[config.mk]
export PLATFORM = sky130hd
export DESIGN_NAME = volatile_config_wrap_dummy
export DESIGN_NICKNAME = d
export VERILOG_FILES = /design/src/rtl/pin_sync.v /design/src/rtl/volatile_config_wrap_dummy.v
export VERILOG_INCLUDE_DIRS = /design/src /design/src/rtl
export SDC_FILE = /design/constraint.sdc
export NUM_CORES = 1
export LEC_CHECK = 0
export ABC_AREA = 1
export BUFFER_PORTS_ARGS = -buffer_cell sky130_fd_sc_hd__buf_2
export CAP_MARGIN = 10
export CORE_MARGIN = 2
export CORE_UTILIZATION = 64
export CTS_CLUSTER_SIZE = 14
export DETAILED_ROUTE_END_ITERATION = 6
export PLACE_DENSITY = 0.85
export SLEW_MARGIN = 20
export SYNTH_ARGS = -nofsm -noshare
export SYNTH_HDL_FRONTEND = slang
export SYNTH_HIERARCHICAL = 1
export SYNTH_SLANG_ARGS = --single-unit
[constraint.sdc]
create_clock -name clk -period 5.2 [get_ports clk]
set_clock_uncertainty 0.05 [all_clocks]
set_input_delay 0.26 -clock clk [delete_from_list [all_inputs] [get_ports clk]]
set_output_delay 0.26 -clock clk [all_outputs]
set_load 0.02 [all_outputs]
[src/rtl/vcfg_consts.vh]
// Purpose: shared constants of the volatile configuration block
// Assumes: single-line serial protocol, 3-byte addressing
// Notes:   field positions follow the volatile configuration byte
`ifndef VCFG_CONSTS_VH
`define VCFG_CONSTS_VH
// opcodes
`define OP_WR_VCFG      8'h81
`define OP_RD_VCFG      8'h85
`define OP_FAST_READ    8'h0B
`define OP_TUNE_READ    8'h5A
// configuration byte fields
`define DUMMY_MSB       7
`define DUMMY_LSB       4
`define IN_PLACE_BIT    3
`define RSVD_BIT        2
`define WRAP_MSB        1
`define WRAP_LSB        0
`define CFG_RESET       8'hFB
`define DUMMY_DEFAULT   4'h8
// wrap codes
`define WRAP_16         2'h0
`define WRAP_32         2'h1
`define WRAP_64         2'h2
`define WRAP_CONT       2'h3
// tuning byte repeated by the tuning read
`define TUNE_PATTERN    8'h5A
// frame phases
`define ADDR_BITS       5'h18
`define OP_BITS         5'h08
// pin idle levels: sck, csN, dq
`define PIN_IDLE        3'h2
`endif

[src/rtl/pin_sync.v]
// Purpose: three-stage synchroniser with agreement filter for slow pins
// Assumes: pins change far slower than clk
// Notes:   first stage feeds only the second stage
`timescale 1ns/1ns
`default_nettype none
module pin_sync #(
  parameter       W    = 3,
  parameter [W-1:0] INIT = {W{1'b0}}
) (
  // clock and reset
  input  wire         clk,
  input  wire         rst_n,
  // raw pins and filtered levels
  input  wire [W-1:0] pinRaw,
  output reg  [W-1:0] pinLevel_r
);
  reg [W-1:0] s1_r;
  reg [W-1:0] s2_r;
  reg [W-1:0] s3_r;

  // a change counts once stages two and three agree
  always @(posedge clk or negedge rst_n) begin
    if (!rst_n) begin
      s1_r       <= INIT;
      s2_r       <= INIT;
      s3_r       <= INIT;
      pinLevel_r <= INIT;
    end else begin
      s1_r       <= pinRaw;
      s2_r       <= s1_r;
      s3_r       <= s2_r;
      pinLevel_r <= (s2_r & s3_r) | (pinLevel_r & (s2_r ^ s3_r));
    end
  end
endmodule
`default_nettype wire

[src/rtl/volatile_config_wrap_dummy.v]
// Purpose: volatile configuration byte of a serial flash and the read
//          path it steers: dummy count, execute-in-place, read wrap
// Assumes: serial clock mode 0, clk at least 8x the serial clock
// Notes:   array data comes from memData one clk after memAddr changes
`timescale 1ns/1ns
`default_nettype none
`include "vcfg_consts.vh"
module volatile_config_wrap_dummy #(
  parameter AW = 24
) (
  // clock and reset
  input  wire          clk,
  input  wire          rst_n,
  // serial pins
  input  wire          sckPin,
  input  wire          csPin_n,
  input  wire          dqInPin,
  output reg           dqOut_r,
  output reg           dqOe_rn,
  // array read port
  output reg  [AW-1:0] memAddr_r,
  input  wire [7:0]    memData,
  // nonvolatile defaults and active state
  input  wire [7:0]    nvConfig,
  output reg  [7:0]    cfgActive_r,
  output reg           execInPlace_r
);
  localparam [2:0] ST_OPC   = 3'h0;
  localparam [2:0] ST_ADDR  = 3'h1;
  localparam [2:0] ST_DUMMY = 3'h2;
  localparam [2:0] ST_DATA  = 3'h3;
  localparam [2:0] ST_WCFG  = 3'h4;
  localparam [2:0] ST_SKIP  = 3'h5;
  localparam [1:0] SRC_MEM  = 2'h0;
  localparam [1:0] SRC_CFG  = 2'h1;
  localparam [1:0] SRC_TUNE = 2'h2;
  // tuning byte as a sized vector so single bits can be picked
  localparam [7:0] TUNE_BYTE = `TUNE_PATTERN;

  wire [2:0] pinLevel;
  wire       sck = pinLevel[2];
  wire       csN = pinLevel[1];
  wire       dqIn = pinLevel[0];

  reg  [2:0]    state_r;
  reg  [4:0]    bitCnt_r;
  reg  [7:0]    inShift_r;
  reg  [7:0]    outShift_r;
  reg  [2:0]    outCnt_r;
  reg  [1:0]    src_r;
  reg  [3:0]    dummyLeft_r;
  reg  [AW-1:0] addrShift_r;
  reg           sckPrev_r;
  reg           loadNv_r;
  reg           inPlaceHold_r;
  reg           isFast_r;

  wire sckRise = sck & ~sckPrev_r;
  wire sckFall = ~sck & sckPrev_r;
  wire [7:0] inByte = {inShift_r[6:0], dqIn};

  pin_sync #(.W(3), .INIT(`PIN_IDLE)) u_sync (
    .clk        (clk),
    .rst_n      (rst_n),
    .pinRaw     ({sckPin, csPin_n, dqInPin}),
    .pinLevel_r (pinLevel)
  );

  function [3:0] dummyCount;
    input [3:0] code;
    begin
      if (code == 4'h0 || code == 4'hF)
        dummyCount = `DUMMY_DEFAULT;
      else
        dummyCount = code;
    end
  endfunction

  // next read address; wrap keeps upper bits so block stays aligned
  function [AW-1:0] nextAddr;
    input [AW-1:0] a;
    input [1:0]    wrap;
    begin
      case (wrap)
        `WRAP_16: nextAddr = {a[AW-1:4], a[3:0] + 4'h1};
        `WRAP_32: nextAddr = {a[AW-1:5], a[4:0] + 5'h01};
        `WRAP_64: nextAddr = {a[AW-1:6], a[5:0] + 6'h01};
        default:  nextAddr = a + {{(AW-1){1'b0}}, 1'b1};
      endcase
    end
  endfunction

  // frame engine; bit events come from sampled sck edges, frame end from the sampled csN level
  always @(posedge clk or negedge rst_n) begin
    if (!rst_n) begin
      state_r       <= ST_OPC;
      bitCnt_r      <= 5'h00;
      inShift_r     <= 8'h00;
      outShift_r    <= 8'h00;
      outCnt_r      <= 3'h0;
      src_r         <= SRC_MEM;
      dummyLeft_r   <= 4'h0;
      addrShift_r   <= {AW{1'b0}};
      memAddr_r     <= {AW{1'b0}};
      sckPrev_r     <= 1'b0;
      dqOut_r       <= 1'b0;
      dqOe_rn       <= 1'b1;
      cfgActive_r   <= `CFG_RESET;
      execInPlace_r <= 1'b0;
      loadNv_r      <= 1'b1;
      inPlaceHold_r <= 1'b0;
      isFast_r      <= 1'b0;
    end else begin
      sckPrev_r <= sck;
      if (loadNv_r) begin
        loadNv_r      <= 1'b0;
        cfgActive_r   <= nvConfig & ~(8'h01 << `RSVD_BIT);
        execInPlace_r <= 1'b0;
      end else if (csN) begin
        // frame over: release the line and rearm
        dqOe_rn  <= 1'b1;
        bitCnt_r <= 5'h00;
        // stay in place mode only if enabled and confirmed
        if (isFast_r)
          execInPlace_r <= inPlaceHold_r;
        isFast_r <= 1'b0;
        state_r  <= (isFast_r ? inPlaceHold_r : execInPlace_r) ? ST_ADDR : ST_OPC;
        if (state_r == ST_WCFG && bitCnt_r == `OP_BITS) begin
          cfgActive_r <= inShift_r & ~(8'h01 << `RSVD_BIT);
        end
      end else begin
        if (sckRise) begin
          inShift_r <= inByte;
          case (state_r)
            ST_OPC: begin
              bitCnt_r <= bitCnt_r + 5'h01;
              if (bitCnt_r == `OP_BITS - 5'h01) begin
                bitCnt_r <= 5'h00;
                case (inByte)
                  `OP_WR_VCFG: state_r <= ST_WCFG;
                  `OP_RD_VCFG: begin
                    state_r  <= ST_DATA;
                    src_r    <= SRC_CFG;
                    outCnt_r <= 3'h0;
                  end
                  `OP_FAST_READ: begin
                    state_r  <= ST_ADDR;
                    src_r    <= SRC_MEM;
                    isFast_r <= 1'b1;
                  end
                  `OP_TUNE_READ: begin
                    state_r <= ST_ADDR;
                    src_r   <= SRC_TUNE;
                  end
                  default: state_r <= ST_SKIP;
                endcase
              end
            end
            ST_ADDR: begin
              bitCnt_r    <= bitCnt_r + 5'h01;
              addrShift_r <= {addrShift_r[AW-2:0], dqIn};
              if (execInPlace_r && bitCnt_r == 5'h00) begin
                isFast_r <= 1'b1;
                src_r    <= SRC_MEM;
              end
              if (bitCnt_r == `ADDR_BITS - 5'h01) begin
                // dummy phase after last address clock
                state_r     <= ST_DUMMY;
                memAddr_r   <= {addrShift_r[AW-2:0], dqIn};
                dummyLeft_r <= dummyCount(cfgActive_r[`DUMMY_MSB:`DUMMY_LSB]);
                bitCnt_r    <= 5'h00;
              end
            end
            ST_DUMMY: begin
              // first dummy bit low confirms in-place mode
              if (bitCnt_r == 5'h00)
                inPlaceHold_r <= ~cfgActive_r[`IN_PLACE_BIT] & ~dqIn;
              bitCnt_r    <= 5'h01;
              dummyLeft_r <= dummyLeft_r - 4'h1;
              if (dummyLeft_r == 4'h1) begin
                state_r  <= ST_DATA;
                outCnt_r <= 3'h0;
              end
            end
            ST_WCFG: begin
              if (bitCnt_r != `OP_BITS)
                bitCnt_r <= bitCnt_r + 5'h01;
            end
            default: ;
          endcase
        end
        if (sckFall && state_r == ST_DATA) begin
          // line driven only once data starts
          dqOe_rn  <= 1'b0;
          outCnt_r <= outCnt_r - 3'h1;
          if (outCnt_r == 3'h0) begin
            case (src_r)
              SRC_CFG: begin
                dqOut_r    <= cfgActive_r[7];
                outShift_r <= {cfgActive_r[6:0], 1'b0};
              end
              SRC_TUNE: begin
                dqOut_r    <= TUNE_BYTE[7];
                outShift_r <= {TUNE_BYTE[6:0], 1'b0};
              end
              default: begin
                dqOut_r    <= memData[7];
                outShift_r <= {memData[6:0], 1'b0};
                memAddr_r  <= nextAddr(memAddr_r, cfgActive_r[`WRAP_MSB:`WRAP_LSB]);
              end
            endcase
          end else begin
            dqOut_r    <= outShift_r[7];
            outShift_r <= {outShift_r[6:0], 1'b0};
          end
        end
      end
    end
  end
endmodule
`default_nettype wire

== After elaboration in Yosys (flattened, before gate mapping) ==
Cells that the tools add are included.

* Add/sub/neg operators: 7
* $mul: 0
* Div/mod/pow operators: 0
* $lt $le $gt $ge: 0
* Eq/ne operators: 34
* Shift operators: 0
* Multiplexer cells: 52
* Bitwise operators: 13
* Reduce and logical (&&, ||, !) cells: 38

{| class="wikitable"
|+ Operators with widths
! kind !! number
|-
| $mux W24 || 6
|-
| $pmux W24 S3 || 1
|-
| $mux W8 || 4
|-
| $mux W3 || 10
|-
| $mux W5 || 5
|-
| $add A24 B1 Y24 const B || 1
|-
| $pmux W5 S4 || 1
|-
| $pmux W3 S3 || 2
|-
| $eq A8 B8 Y1 const B || 2
|-
| $ne A4 B4 Y1 const B || 4
|-
| $pmux W8 S2 || 1
|-
| $ne A3 B2 Y1 const B || 5
|-
| $reduce_and A5 Y1 || 3
|-
| $reduce_and A7 Y1 || 2
|-
| $reduce_bool A2 Y1 || 7
|-
| $mux W1 || 12
|-
| $reduce_and A4 Y1 || 3
|-
| $reduce_and A6 Y1 || 2
|-
| $add A5 B1 Y5 const B || 2
|-
| $ne A3 B3 Y1 const B || 3
|-
| $reduce_and A3 Y1 || 3
|-
| $eq A8 B4 Y1 const B || 1
|-
| $eq A8 B7 Y1 const B || 1
|-
| $mux W4 || 2
|-
| 39 further kinds || 61
|}

* Register bits: 107
* Bits in latches: 0
* Memory bits (writable): 0
* Memory bits (read-only): 0
* Bits of input ports: 21
* Output and inout port bits: 35
* Logic and storage cells: 168
* Memories kept: 0

== Depth between registers and ports, before layout ==
Gate-level depths: netlist of run 1.

* Depth in word-level cells: 7
* Gate-level depth with buffers: 14
* Depth with buffers taken out: 12

== Cells and area by module ==
The synthesis of run 1 kept the hierarchy.

{| class="wikitable"
|+ By module, submodules not included
! module !! times used !! cells each !! area each (sq um) !! sequential area each (sq um)
|-
| volatile_config_wrap_dummy || 1 || 771 || 5,565.3 || 2,338.5
|-
| pin_sync || 1 || 24 || 376.6 || 305.3
|}

== Worst setup path after synthesis of run 1 ==
OpenSTA, ideal clock, no wires.

* Path type: reg2reg
* Start: register outCnt_r[0]
* End: register memAddr_r[1]
* Library setup time: 117 ps
* Arrival: 1,646 ps
* Required time: 5,033 ps
* Slack: 3,387 ps
* Stages on the path, launching flop included: 14
* Path buffers: 3
* Period minus slack after synthesis: 1,813 ps
* Cells stage by stage: dfrtp_1 -> inv_1 -> ha_1 -> ha_1 -> buf_2 -> nand2_1 -> inv_2 -> nand3_2 -> buf_6 -> buf_6 -> o22ai_1 -> nand2_1 -> o21ai_1 -> inv_1

* Longest elaborated chain between the ends: 3

{| class="wikitable"
|+ RTL lines
! item !! RTL line !! RTL
|-
| start, declared || volatile_config_wrap_dummy.v:49 || <nowiki>reg [2:0] outCnt_r;</nowiki>
|-
| start signal, assigned || volatile_config_wrap_dummy.v:195 || <nowiki>outCnt_r <= outCnt_r - 3'h1;</nowiki>
|-
| $logic_not A3 Y1 || volatile_config_wrap_dummy.v:196 || <nowiki>if (outCnt_r == 3'h0) begin</nowiki>
|-
| $mux W24 || volatile_config_wrap_dummy.v:196 ||
|-
| $mux W24 || volatile_config_wrap_dummy.v:192 || <nowiki>if (sckFall && state_r == ST_DATA) begin</nowiki>
|-
| end signal, assigned || volatile_config_wrap_dummy.v:104 || <nowiki>memAddr_r <= {AW{1'b0}};</nowiki>
|-
| end signal, assigned || volatile_config_wrap_dummy.v:169 || <nowiki>memAddr_r <= {addrShift_r[AW-2:0], dqIn};</nowiki>
|-
| end signal, assigned || volatile_config_wrap_dummy.v:209 || <nowiki>memAddr_r <= nextAddr(memAddr_r, cfgActive_r[`WRAP_MSB:`WRAP_LSB]);</nowiki>
|-
| end, declared || volatile_config_wrap_dummy.v:21 || <nowiki>output reg [AW-1:0] memAddr_r,</nowiki>
|}

Every way passes these cells.
A chain may end at the register's enable or synchronous reset.

== Worst setup path after layout of run 1 ==
* Start: register outCnt_r[0]
* End: register memAddr_r[9]

* Longest elaborated chain between the ends: 3
* Elaborated cells on any way between the ends: 7
* Those cells by class: 3 x eq/ne; 2 x mux; 2 x reduce/logical

{| class="wikitable"
|+ RTL lines
! item !! RTL line
|-
| $logic_not A3 Y1 * || volatile_config_wrap_dummy.v:196
|-
| $ne A4 B4 Y1 (no source line) or $mux W24 (tied branches) || n/a
|-
| $reduce_and A5 Y1 (no source line) or $mux W24 (tied branches) || n/a
|}

Every way passes the cells marked *; elsewhere a longest branch is shown, timed or not.

==> metrics.md, run 1 <==
| Metric | Value |
|---|---|
| Setup Crit Path Kind | `flop to flop` |
| Largest cells by area after synthesis | `dfrtp_1 39%, nand2_1 15%, inv_1 5.9%` |
| Grt ovf | `0` |
| Effective utilization at floorplan | `0.652` |
| CP endpoint kind | `flop` |
| Worst-path cell chain | `inv_1, ha_1, ha_1, nand2_1, inv_2, nand4_1, inv_1, nand2_1, o21ai_1, nand2_1, nand2_1` |
| TritonCTS buffer count | `9` |
| Sink Count | `105` |
| Worst hold path type | `input port to flop` |
| Post-synth EDFFs | `0` |
| Worst-margin pin slew | `0.899 ns` |
| PwrDens | `around 420 nW/um^2` |
| Worst skew pair latency | `between 0.3 and 0.4 ns` |
| Count of pins over their slew limit | `0` |
| Routability cong. | `between 0.9 and 1` |
| Distinct cells, synth | `39` |
| Post-synthesis sequential area ratio | `0.445` |
| Initial DRC count | `between 400 and 500` |
| Final worst path period need | `2.76 ns` |
| Fillers | `around 740` |
| Layout cell share with drive strength beyond 1 | `0.136` |
| Yosys top cell by area | `dfrtp_1` |
| Reg2reg setup slack | `2.44 ns` |
| Worst slew margin relative to its limit | `0.401` |
| First-pass GRT wire length | `between 20 and 25 mm` |
| Design Area, Final | `6450 sq um` |
| Final period util | `0.530` |
| # diodes | `0` |
| Worst-path maximum fanout | `14` |
| Detailed-route via count | `about 5400` |
| Antenna violations before repair | `0` |
| Die X-Extent | `around 100 microns` |
| CTS clk-pin slew, worst paths | `~0.10 ns` |
| CP Launch Type | `flop` |
| DRT Pass-1 Iters | `5` |
| Max Cap Violations | `0` |
| H-tree level count | `3` |
| Routed WL | `between 10 and 15 mm` |
| Flops & latches, synth | `105` |
| Post-synthesis average cell area | `7.47 sq um` |
| Die Height | `roughly 100 microns` |
| Most common cell in the netlist | `nand2_1` |
| Leak pwr | `around 3.3 nW` |
| IO Pins | `56` |
| Synth-to-Final Area Change | `8.57%` |
| Deepest clock path buffer count | `2` |
| Slowest CP cell | `nand4_1` |
| Global Route Usage Sum | `0.292` |
| Largest net degree at the start of global routing | `74` |
| Maximum vdd drop | `0.000301 V` |
| Top cell type's share of synthesized area | `0.387` |
| Yosys warning total | `6` |
| CTS tree | `yes` |
| CP required | `roughly 5.5 ns` |
| Status | `completed` |
| CTS Root Cell | `clkbuf_8` |
| Placed inst area | `roughly 6200 sq um` |
| Final HPWL DP | `between 10 and 15 mm` |
| Num rows | `35` |
| Max Freq | `363 MHz` |
| Number of vias per cell | `between 5 and 6` |
| Setup bufs post-CTS | `0` |
| Synth cell count leaders | `238 x nand2_1, 94 x inv_1, 92 x dfrtp_1` |
| Setup violators final | `0` |
| Routed length per instance | `~15 microns` |
| RSZ-0062 raised after global routing | `no` |
| Final hold vios | `0` |
| Async S/R FF share, synth | `1.00` |
| Final Power | `between 0.002 and 0.003 W` |
| Layout Nets | `~880` |
| WP data arrival | `approximately 3 ns` |
| Port buffer count | `53` |
| Post-synth top flop | `dfrtp_1` |
| Core area | `roughly 9100 sq um` |
| CP max stage delay | `between 0.6 and 0.7 ns` |
| CP most frequent cell | `nand2_1` |
| DRT antenna net count | `0` |
| Final setup TNS | `0 ns` |
| Mapped Area | `5940 sq um` |
| Die ar. | `approximately 10000 sq um` |
| # DRC | `0` |
| Gate Count Post-Synth | `~800` |
| Vias in the first global route | `4772` |
-- registers in the layout, summed over array words and instances (netlist names), 2 cells and up --
| name | flops |
|---|---|
| memAddr_r | 24 |
| inShift_r | 8 |
| u_sync/pinLevel_r | 3 |
| u_sync/s3_r | 3 |
| u_sync/s2_r | 3 |
| addrShift_r | 23 |
| dummyLeft_r | 4 |
| outShift_r | 7 |
| bitCnt_r | 5 |
| src_r | 2 |
| outCnt_r | 3 |
| u_sync/s1_r | 3 |
| state_r | 3 |
| cfgActive_r | 7 |
-- placed cells by master, fill, tap and decap left out, drive strengths merged --
cell type      n
xnor2          1
buf           54
dfstp         13
mux2          11
o211ai         6
nor2          96
inv          101
a21oi         24
clkinvlp       3
dlygate4sd3    4
xor2           2
a22oi          1
ha            12
a31oi          3
a211oi         2
dfrtp         92
o22ai          4
clkbuf        10
o21a           2
clkinv         1
nand2        244
o221ai         1
o21bai         2
a32oi          1
nor3          12
nand3         67
bufinv         1
o21ai         63
nand4         15
conb           2
-- power by group --
group          internal, W  leakage, nW  switching, W
registers          0.00101         1.33      0.000198
clock network     0.000242       0.0986      0.000295
logic             0.000336         1.91      0.000650
total              0.00159         3.34       0.00114
-- through the flow --
stage,hold slack (ns),cells,setup slack (ns),util
2_1_floorplan,-0.0856,796,3.39,-
3_3_place_gp,0.166,941,2.61,0.680
3_5_place_dp,0.179,941,2.48,0.680
4_1_cts,0.0608,961,2.47,0.708
5_1_grt,0.0796,961,2.20,0.708
6_report,0.0780,961,2.44,0.708
-- cell type report --
cell class,instances,area (sq um),area share
multi-input cells,571,2770,0.429
clock inverters,6,75.1,0.0116
flip-flops and latches,105,2640,0.410
repair buffers,58,315,0.0489
clock buffers,10,138,0.0213
inverters,100,375,0.0582
well taps,111,139,0.0215
-- routing by layer --
layer,global-route usage,part of all wire,vias to the layer above
li1,-,-,2651
met3,0.0376,0.059,26
met1,0.411,0.45,2521
met5,0,0,-
met4,0.0980,0.024,0
met2,0.473,0.47,203
-- what timing repair did --
| action | in CTS | in global routing |
|---|---|---|
| hold buffers | 4 | 0 |
| resized for setup | 0 | 0 |
| endpoints found under the hold margin | 32 | 0 |
-- cells by family (layout without fill, tap and decap cells) --
group                      Yosys count  after routing  share of synthesized area
buffers and inverters              120            174                     0.0903
DFF                                105            105                      0.445
xor gates and xnor gates             3              3                    0.00442
and+or+nand+nor                    434            434                      0.314
AOI/OAI and AO/OA                  109            109                      0.100
muxes                               11             11                     0.0208
other                                1              2                   0.000631
adders and majority gates           12             12                     0.0253
-- final timing paths --
path / startpoint / cells after the start / end
max in group asynchronous: rst_n / 3 / bitCnt_r[1]
worst min-delay path: nvConfig[0] / 3 / cfgActive_r[0]
worst max register to register: outCnt_r[0] / 11 / memAddr_r[9]
min in group asynchronous: rst_n / 2 / outShift_r[5]
worst max-delay path: outCnt_r[0] / 11 / memAddr_r[9]
worst min register to register: u_sync/s1_r[2] / 0 / u_sync/s2_r[2]
-- critical path, delay by kind of cell (launching register included) --
kind                       cells  cell delay, ns
and+or+nand+nor                5            0.96
AOI/OAI and AO/OA              1            0.14
adders and majority gates      2            0.47
buffers and inverters          3            0.68
DFF                            1            0.41
Power figures use the tool's default switching activity.
==> inputs of run 2 (changes only) <==
--- a/config.mk
+++ b/config.mk
@@ -10,10 +10,10 @@
 export BUFFER_PORTS_ARGS = -buffer_cell sky130_fd_sc_hd__buf_2
 export CAP_MARGIN = 10
 export CORE_MARGIN = 2
-export CORE_UTILIZATION = 64
+export CORE_UTILIZATION = 54
 export CTS_CLUSTER_SIZE = 14
 export DETAILED_ROUTE_END_ITERATION = 6
-export PLACE_DENSITY = 0.85
+export PLACE_DENSITY = 0.77
 export SLEW_MARGIN = 20
 export SYNTH_ARGS = -nofsm -noshare
 export SYNTH_HDL_FRONTEND = slang
==> constraint.sdc (replaced) <==
create_clock -name clk -period 2.45 [get_ports clk]
set_clock_uncertainty 0.05 [all_clocks]
set_input_delay 0.1225 -clock clk [delete_from_list [all_inputs] [get_ports clk]]
set_output_delay 0.1225 -clock clk [all_outputs]
set_load 0.02 [all_outputs]
==> metrics.md, run 2 (synthesis results as in run 1) <==
| Metric | Value |
|---|---|
| Status | `completed` |
| CP endpoint kind | `flop` |
| Cell Int Power | `0.00327 W` |
| Routed length per instance | `around 15 microns` |
| Count of pins over their slew limit | `0` |
| DP Worst Slack | `0.388 ns` |
| Worst skew pair latency | `approximately 0.39 ns` |
| Worst setup startpoint | `outCnt_r[0]` |
| Final hold vios | `0` |
| Worst slew margin relative to its limit | `0.659` |
| Post-CTS sizing | `0` |
| Number of vias per cell | `around 5.4` |
| Regs by FF count | `memAddr_r (24), addrShift_r (23), inShift_r (8)` |
| H-tree level count | `3` |
| # DRC | `0` |
| Worst-path maximum fanout | `20` |
| Worst hold slack | `between 0.015 and 0.02 ns` |
| Worst-margin pin slew | `between 0.5 and 0.6 ns` |
| Final worst path period need | `about 2.1 ns` |
| Seq pwr share | `0.446` |
| PwrDens | `between 800 and 900 nW/um^2` |
| Setup violators final | `0` |
| Die Height | `~110 microns` |
| Switch Pwr | `between 0.002 and 0.0025 W` |
| DRT antenna net count | `0` |
| Effective utilization at floorplan | `0.551` |
| PnR worst setup slack | `approximately 0.34 ns` |
| Final HPWL DP | `around 11 mm` |
| Global Route Usage Sum | `0.261` |
| Clk pwr share | `0.178` |
| Vias in the first global route | `between 5000 and 6000` |
| Detailed-route via count | `~5500` |
| Initial DRC count | `around 290` |
| Max Freq | `474 MHz` |
| Leak pwr | `3.40 nW` |
| Final period util | `0.861` |
| Num rows | `38` |
| Antenna violations before repair | `0` |
| Worst hold start | `memData[2]` |
| Final setup TNS | `0 ns` |
| Layout cell share with drive strength beyond 1 | `0.142` |
| Routability cong. | `around 0.93` |
| Sink Count | `105` |
| Fillers | `approximately 950` |
| Max reg flops | `24` |
| First-pass GRT wire length | `roughly 24 mm` |
| Net Sw Frac | `0.429` |
| Max Cap Violations | `0` |
| Hold Crit Depth | `5` |
| Port buffer count | `53` |
| CTS clk-pin slew, worst paths | `~0.10 ns` |
| Deepest clock path buffer count | `2` |
| Most common cell after layout, fill and taps aside | `nand2_1` |
| Worst hold path type | `input port to flop` |
| CTS Root Cell | `clkbuf_8` |
| Core area | `10800 sq um` |
| CP required | `2.68 ns` |
| Largest net degree at the start of global routing | `52` |
| FF-to-FF Start | `outCnt_r[0]` |
| DRT Pass-1 Iters | `5` |
| CP Launch Type | `flop` |
| Register with the most flip-flops | `memAddr_r` |
| CTS tree | `yes` |
| Grt ovf | `0` |
| Synth-to-Final Area Change | `11.0%` |
| Maximum vdd drop | `0.000461 V` |
| TritonCTS buffer count | `9` |
| Setup Crit Path Kind | `flop to flop` |
| # diodes | `0` |
| Routed WL | `~15 mm` |
| Worst Reg-to-Reg Cells | `11` |
| RSZ-0062 raised after global routing | `no` |
| Die X-Extent | `about 110 microns` |
| IO Pins | `56` |
| WP data arrival | `about 2.4 ns` |
| Die ar. | `~12000 sq um` |
| Layout Nets | `between 800 and 900` |
| Most frequent cells in the layout | `238 x nand2_1, 94 x inv_1, 92 x dfrtp_1` |
| Comb power frac | `0.376` |
-- run 2: worst paths after layout --
| kind | end | slack, ns |
|---|---|---|
| min reg2reg | u_sync/s2_r[0] | 0.31 |
| min in group asynchronous | execInPlace_r | 0.13 |
| min | outShift_r[3] | 0.02 |
| max reg2reg | memAddr_r[7] | 0.34 |
| max | memAddr_r[7] | 0.34 |
| max in group asynchronous | u_sync/s3_r[1] | 1.50 |
-- run 2: worst max-delay path: stages (launching register included) --
cell and delay (ns):
dfrtp_1 0.37, inv_1 0.05, ha_1 0.20, ha_1 0.20, nand2_1 0.08, inv_2 0.09, nand4_2 0.13, nand2_2 0.12
inv_2 0.30, nand2_1 0.15, o21ai_0 0.18, nand2_1 0.07
-- run 2: what timing repair did --
| action | CTS | global route |
|---|---|---|
| buffers inserted | 0 | 0 |
| hold buffers | 12 | 0 |
| endpoints found under the hold margin | 79 | 0 |
-- run 2: through the flow --
step / instance area [sq um] / total power [W] / std cells / utilization
floorplan: 5950 / 0.00405 / 796 / -
global placement: 6300 / 0.00458 / 977 / 0.584
detailed placement: 6300 / 0.00468 / 977 / 0.584
CTS: 6600 / 0.00572 / 1005 / 0.611
global route: 6600 / 0.00616 / 1005 / 0.611
finish: 6600 / 0.00573 / 1005 / 0.611
-- run 2: area by class of cell --
type | instances | area (sq um) | area share
repair buffers | 73 | 460 | 0.0698
multi-input cells | 571 | 2770 | 0.419
inverters | 100 | 375 | 0.0569
flip-flops and latches | 105 | 2640 | 0.401
clock buffers | 9 | 124 | 0.0188
clock inverters | 7 | 52.6 | 0.00797
well taps | 140 | 175 | 0.0266
-- run 2: metal layers --
metal  track usage  part of all wire  vias to the layer above
met4        0.0833             0.017                        0
li1              -                 -                     2685
met1         0.365              0.45                     2536
met3        0.0574             0.080                       25
met2         0.405              0.46                      223
met5             0                 0                        -
-- run 2: power groups by stage --
stage	Clock [W]	Sequential, W	Combinational, W
after floorplan	0	0.00260	0.00145
after global placement	0	0.00256	0.00202
after detailed placement	0	0.00258	0.00210
after CTS	0.00104	0.00254	0.00214
after global routing	0.00112	0.00260	0.00243
final	0.00102	0.00255	0.00216
==> inputs of run 3 (changes only) <==
--- a/config.mk
+++ b/config.mk
@@ -10,10 +10,11 @@
 export BUFFER_PORTS_ARGS = -buffer_cell sky130_fd_sc_hd__buf_2
 export CAP_MARGIN = 10
 export CORE_MARGIN = 2
-export CORE_UTILIZATION = 54
+export CORE_UTILIZATION = 60
 export CTS_CLUSTER_SIZE = 14
 export DETAILED_ROUTE_END_ITERATION = 6
-export PLACE_DENSITY = 0.77
+export GPL_TIMING_DRIVEN = 0
+export PLACE_DENSITY = 0.81
 export SLEW_MARGIN = 20
 export SYNTH_ARGS = -nofsm -noshare
 export SYNTH_HDL_FRONTEND = slang
==> constraint.sdc (replaced) <==
create_clock -name clk -period 2.4 [get_ports clk]
set_clock_uncertainty 0.05 [all_clocks]
set_input_delay 0.12 -clock clk [delete_from_list [all_inputs] [get_ports clk]]
set_output_delay 0.12 -clock clk [all_outputs]
set_load 0.02 [all_outputs]
==> metrics.md, run 3 (synthesis results as in run 1) <==
| Metric | Value |
|---|---|
| Cell Int Power | `0.00347 W` |
| Max Cap Violations | `0` |
| Num rows | `36` |
| Setup violators final | `0` |
| # DRC | `0` |
| Switch Pwr | `0.00254 W` |
| Largest net degree at the start of global routing | `60` |
| Vias in the first global route | `about 5500` |
| Global Route Usage Sum | `0.300` |
| Port buffer count | `53` |
| CTS Root Cell | `clkbuf_8` |
| Finished Layout Cells | `between 1000 and 1500` |
| Core area | `about 9700 sq um` |
| DRT antenna net count | `0` |
| CP required | `2.65 ns` |
| Fillers | `between 800 and 900` |
| Maximum vdd drop | `0.000663 V` |
| Register area | `~2600 sq um` |
| Worst hold path type | `input port to flop` |
| Max reg flops | `24` |
| Number of vias per cell | `~5.5` |
| Layout Nets | `around 910` |
| Setup Crit Path Kind | `flop to flop` |
| CP endpoint kind | `flop` |
| Register with the most flip-flops | `memAddr_r` |
| Detailed-route via count | `5589` |
| DRT Pass-1 Iters | `5` |
| Effective utilization at floorplan | `0.614` |
| TritonCTS buffer count | `9` |
| Die Height | `between 100 and 150 microns` |
| Worst-path maximum fanout | `10` |
| Worst skew pair latency | `roughly 0.4 ns` |
| CTS tree | `yes` |
| Final HPWL DP | `between 10 and 15 mm` |
| CP Launch Type | `flop` |
| Routability cong. | `slightly above 0.9` |
| Count of pins over their slew limit | `0` |
| Final worst path period need | `2.19 ns` |
| CTS clk-pin slew, worst paths | `~0.11 ns` |
| Grt ovf | `0` |
| Most frequent cells in the layout | `238 x nand2_1, 92 x dfrtp_1, 91 x inv_1` |
| H-tree level count | `3` |
| Final Power | `around 0.0060 W` |
| Worst hold slack | `roughly 0.0018 ns` |
| # diodes | `0` |
| IO Pins | `56` |
| Routed WL | `between 15 and 20 mm` |
| Deepest clock path buffer count | `2` |
| Seq pwr share | `0.436` |
| Comb power frac | `0.368` |
| Routed length per instance | `between 15 and 20 microns` |
| Leak pwr | `approximately 3.5 nW` |
| Placed cell count | `between 900 and 1000` |
| Status | `completed` |
| Clk pwr share | `0.197` |
| Synth-to-Final Area Change | `13.7%` |
| Regs by FF count | `memAddr_r (24), addrShift_r (23), inShift_r (8)` |
| Final setup TNS | `0 ns` |
| WP data arrival | `2.43 ns` |
| Multi-input gate area | `between 2000 and 3000 sq um` |
| Layout cell share with drive strength beyond 1 | `0.156` |
| PwrDens | `just under 900 nW/um^2` |
| Antenna violations before repair | `0` |
| Final period util | `0.911` |
| Net Sw Frac | `0.422` |
| Design Area, Final | `approximately 6800 sq um` |
| Final hold vios | `0` |
| Initial DRC count | `a little over 400` |
| RSZ-0062 raised after global routing | `no` |
| Placed inst area | `roughly 6400 sq um` |
| Die X-Extent | `roughly 100 microns` |
| Max Freq | `~460 MHz` |
| Die ar. | `approximately 11000 sq um` |
| First-pass GRT wire length | `roughly 26 mm` |
| Sink Count | `around 110` |
| Most common cell after layout, fill and taps aside | `nand2_1` |
-- run 3: changes by cell type in the layout (fill, tap and decap cells not counted), moves of 2 or more --
cell	previous run	this run
buf_2	52	55
buf_6	0	9
clkbuf_1	0	3
clkinv_4	2	0
inv_1	94	91
inv_2	5	8
inv_8	0	3
-- run 3: power by group through the flow --
stage,sequential (W),clock [W],combinational [W]
CTS,0.00260,0.00121,0.00220
finish,0.00262,0.00118,0.00221
global placement,0.00262,0,0.00208
floorplan,0.00265,0,0.00148
global route,0.00267,0.00127,0.00251
detailed placement,0.00263,0,0.00218
-- run 3: critical path, stage by stage, from the launching register on --
cell	delay (ns)
dfrtp_1	0.38
inv_1	0.05
ha_1	0.21
ha_1	0.19
buf_2	0.17
nand2_1	0.08
inv_2	0.08
nand4_2	0.15
nand2_2	0.14
inv_2	0.09
buf_6	0.14
nand2_1	0.11
o21ai_0	0.16
nand2_1	0.07
-- run 3: layout make-up --
cell class                 count  share of cell area
inverter                     100              0.0556
multi-input combinational    571               0.410
buffer                        20              0.0239
sequential                   105               0.391
tap                          133              0.0246
clock inverter                 7              0.0126
clock buffer                   9              0.0183
timing repair buffer          67              0.0632
-- run 3: worst paths after layout --
| kind | start | endpoint | slack, ns | cells after the start |
|---|---|---|---|---|
| setup / recovery | outCnt_r[0] | memAddr_r[7] | 0.21 | 13 |
| hold / removal | memData[2] | outShift_r[3] | 0.002 | 5 |
| setup reg to reg | outCnt_r[0] | memAddr_r[7] | 0.21 | 13 |
| hold reg to reg | u_sync/s1_r[0] | u_sync/s2_r[0] | 0.31 | 0 |
| max in group asynchronous | rst_n | loadNv_r | 1.43 | 3 |
| min in group asynchronous | rst_n | outShift_r[3] | 0.18 | 2 |
-- run 3: routing by layer --
layer	global-route usage	part of all wire
met1	0.395	0.43
met2	0.484	0.47
met3	0.0673	0.062
met4	0.122	0.034
met5	0	0
-- run 3: repair_timing --
item | 4_1_cts | 5_1_grt
hold buffers | 12 | 0
gates resized for setup | 0 | 5
endpoints found under the hold margin | 57 | 0
buffers inserted | 0 | 1
endpoints found under the setup margin | 0 | 10
-- run 3: metrics by stage --
stage	worst slack [ns]	util
after floorplan	0.587	-
after global placement	0.0642	0.659
after detailed placement	0.148	0.662
after CTS	0.130	0.696
after global routing	0.0415	0.698
final	0.213	0.698
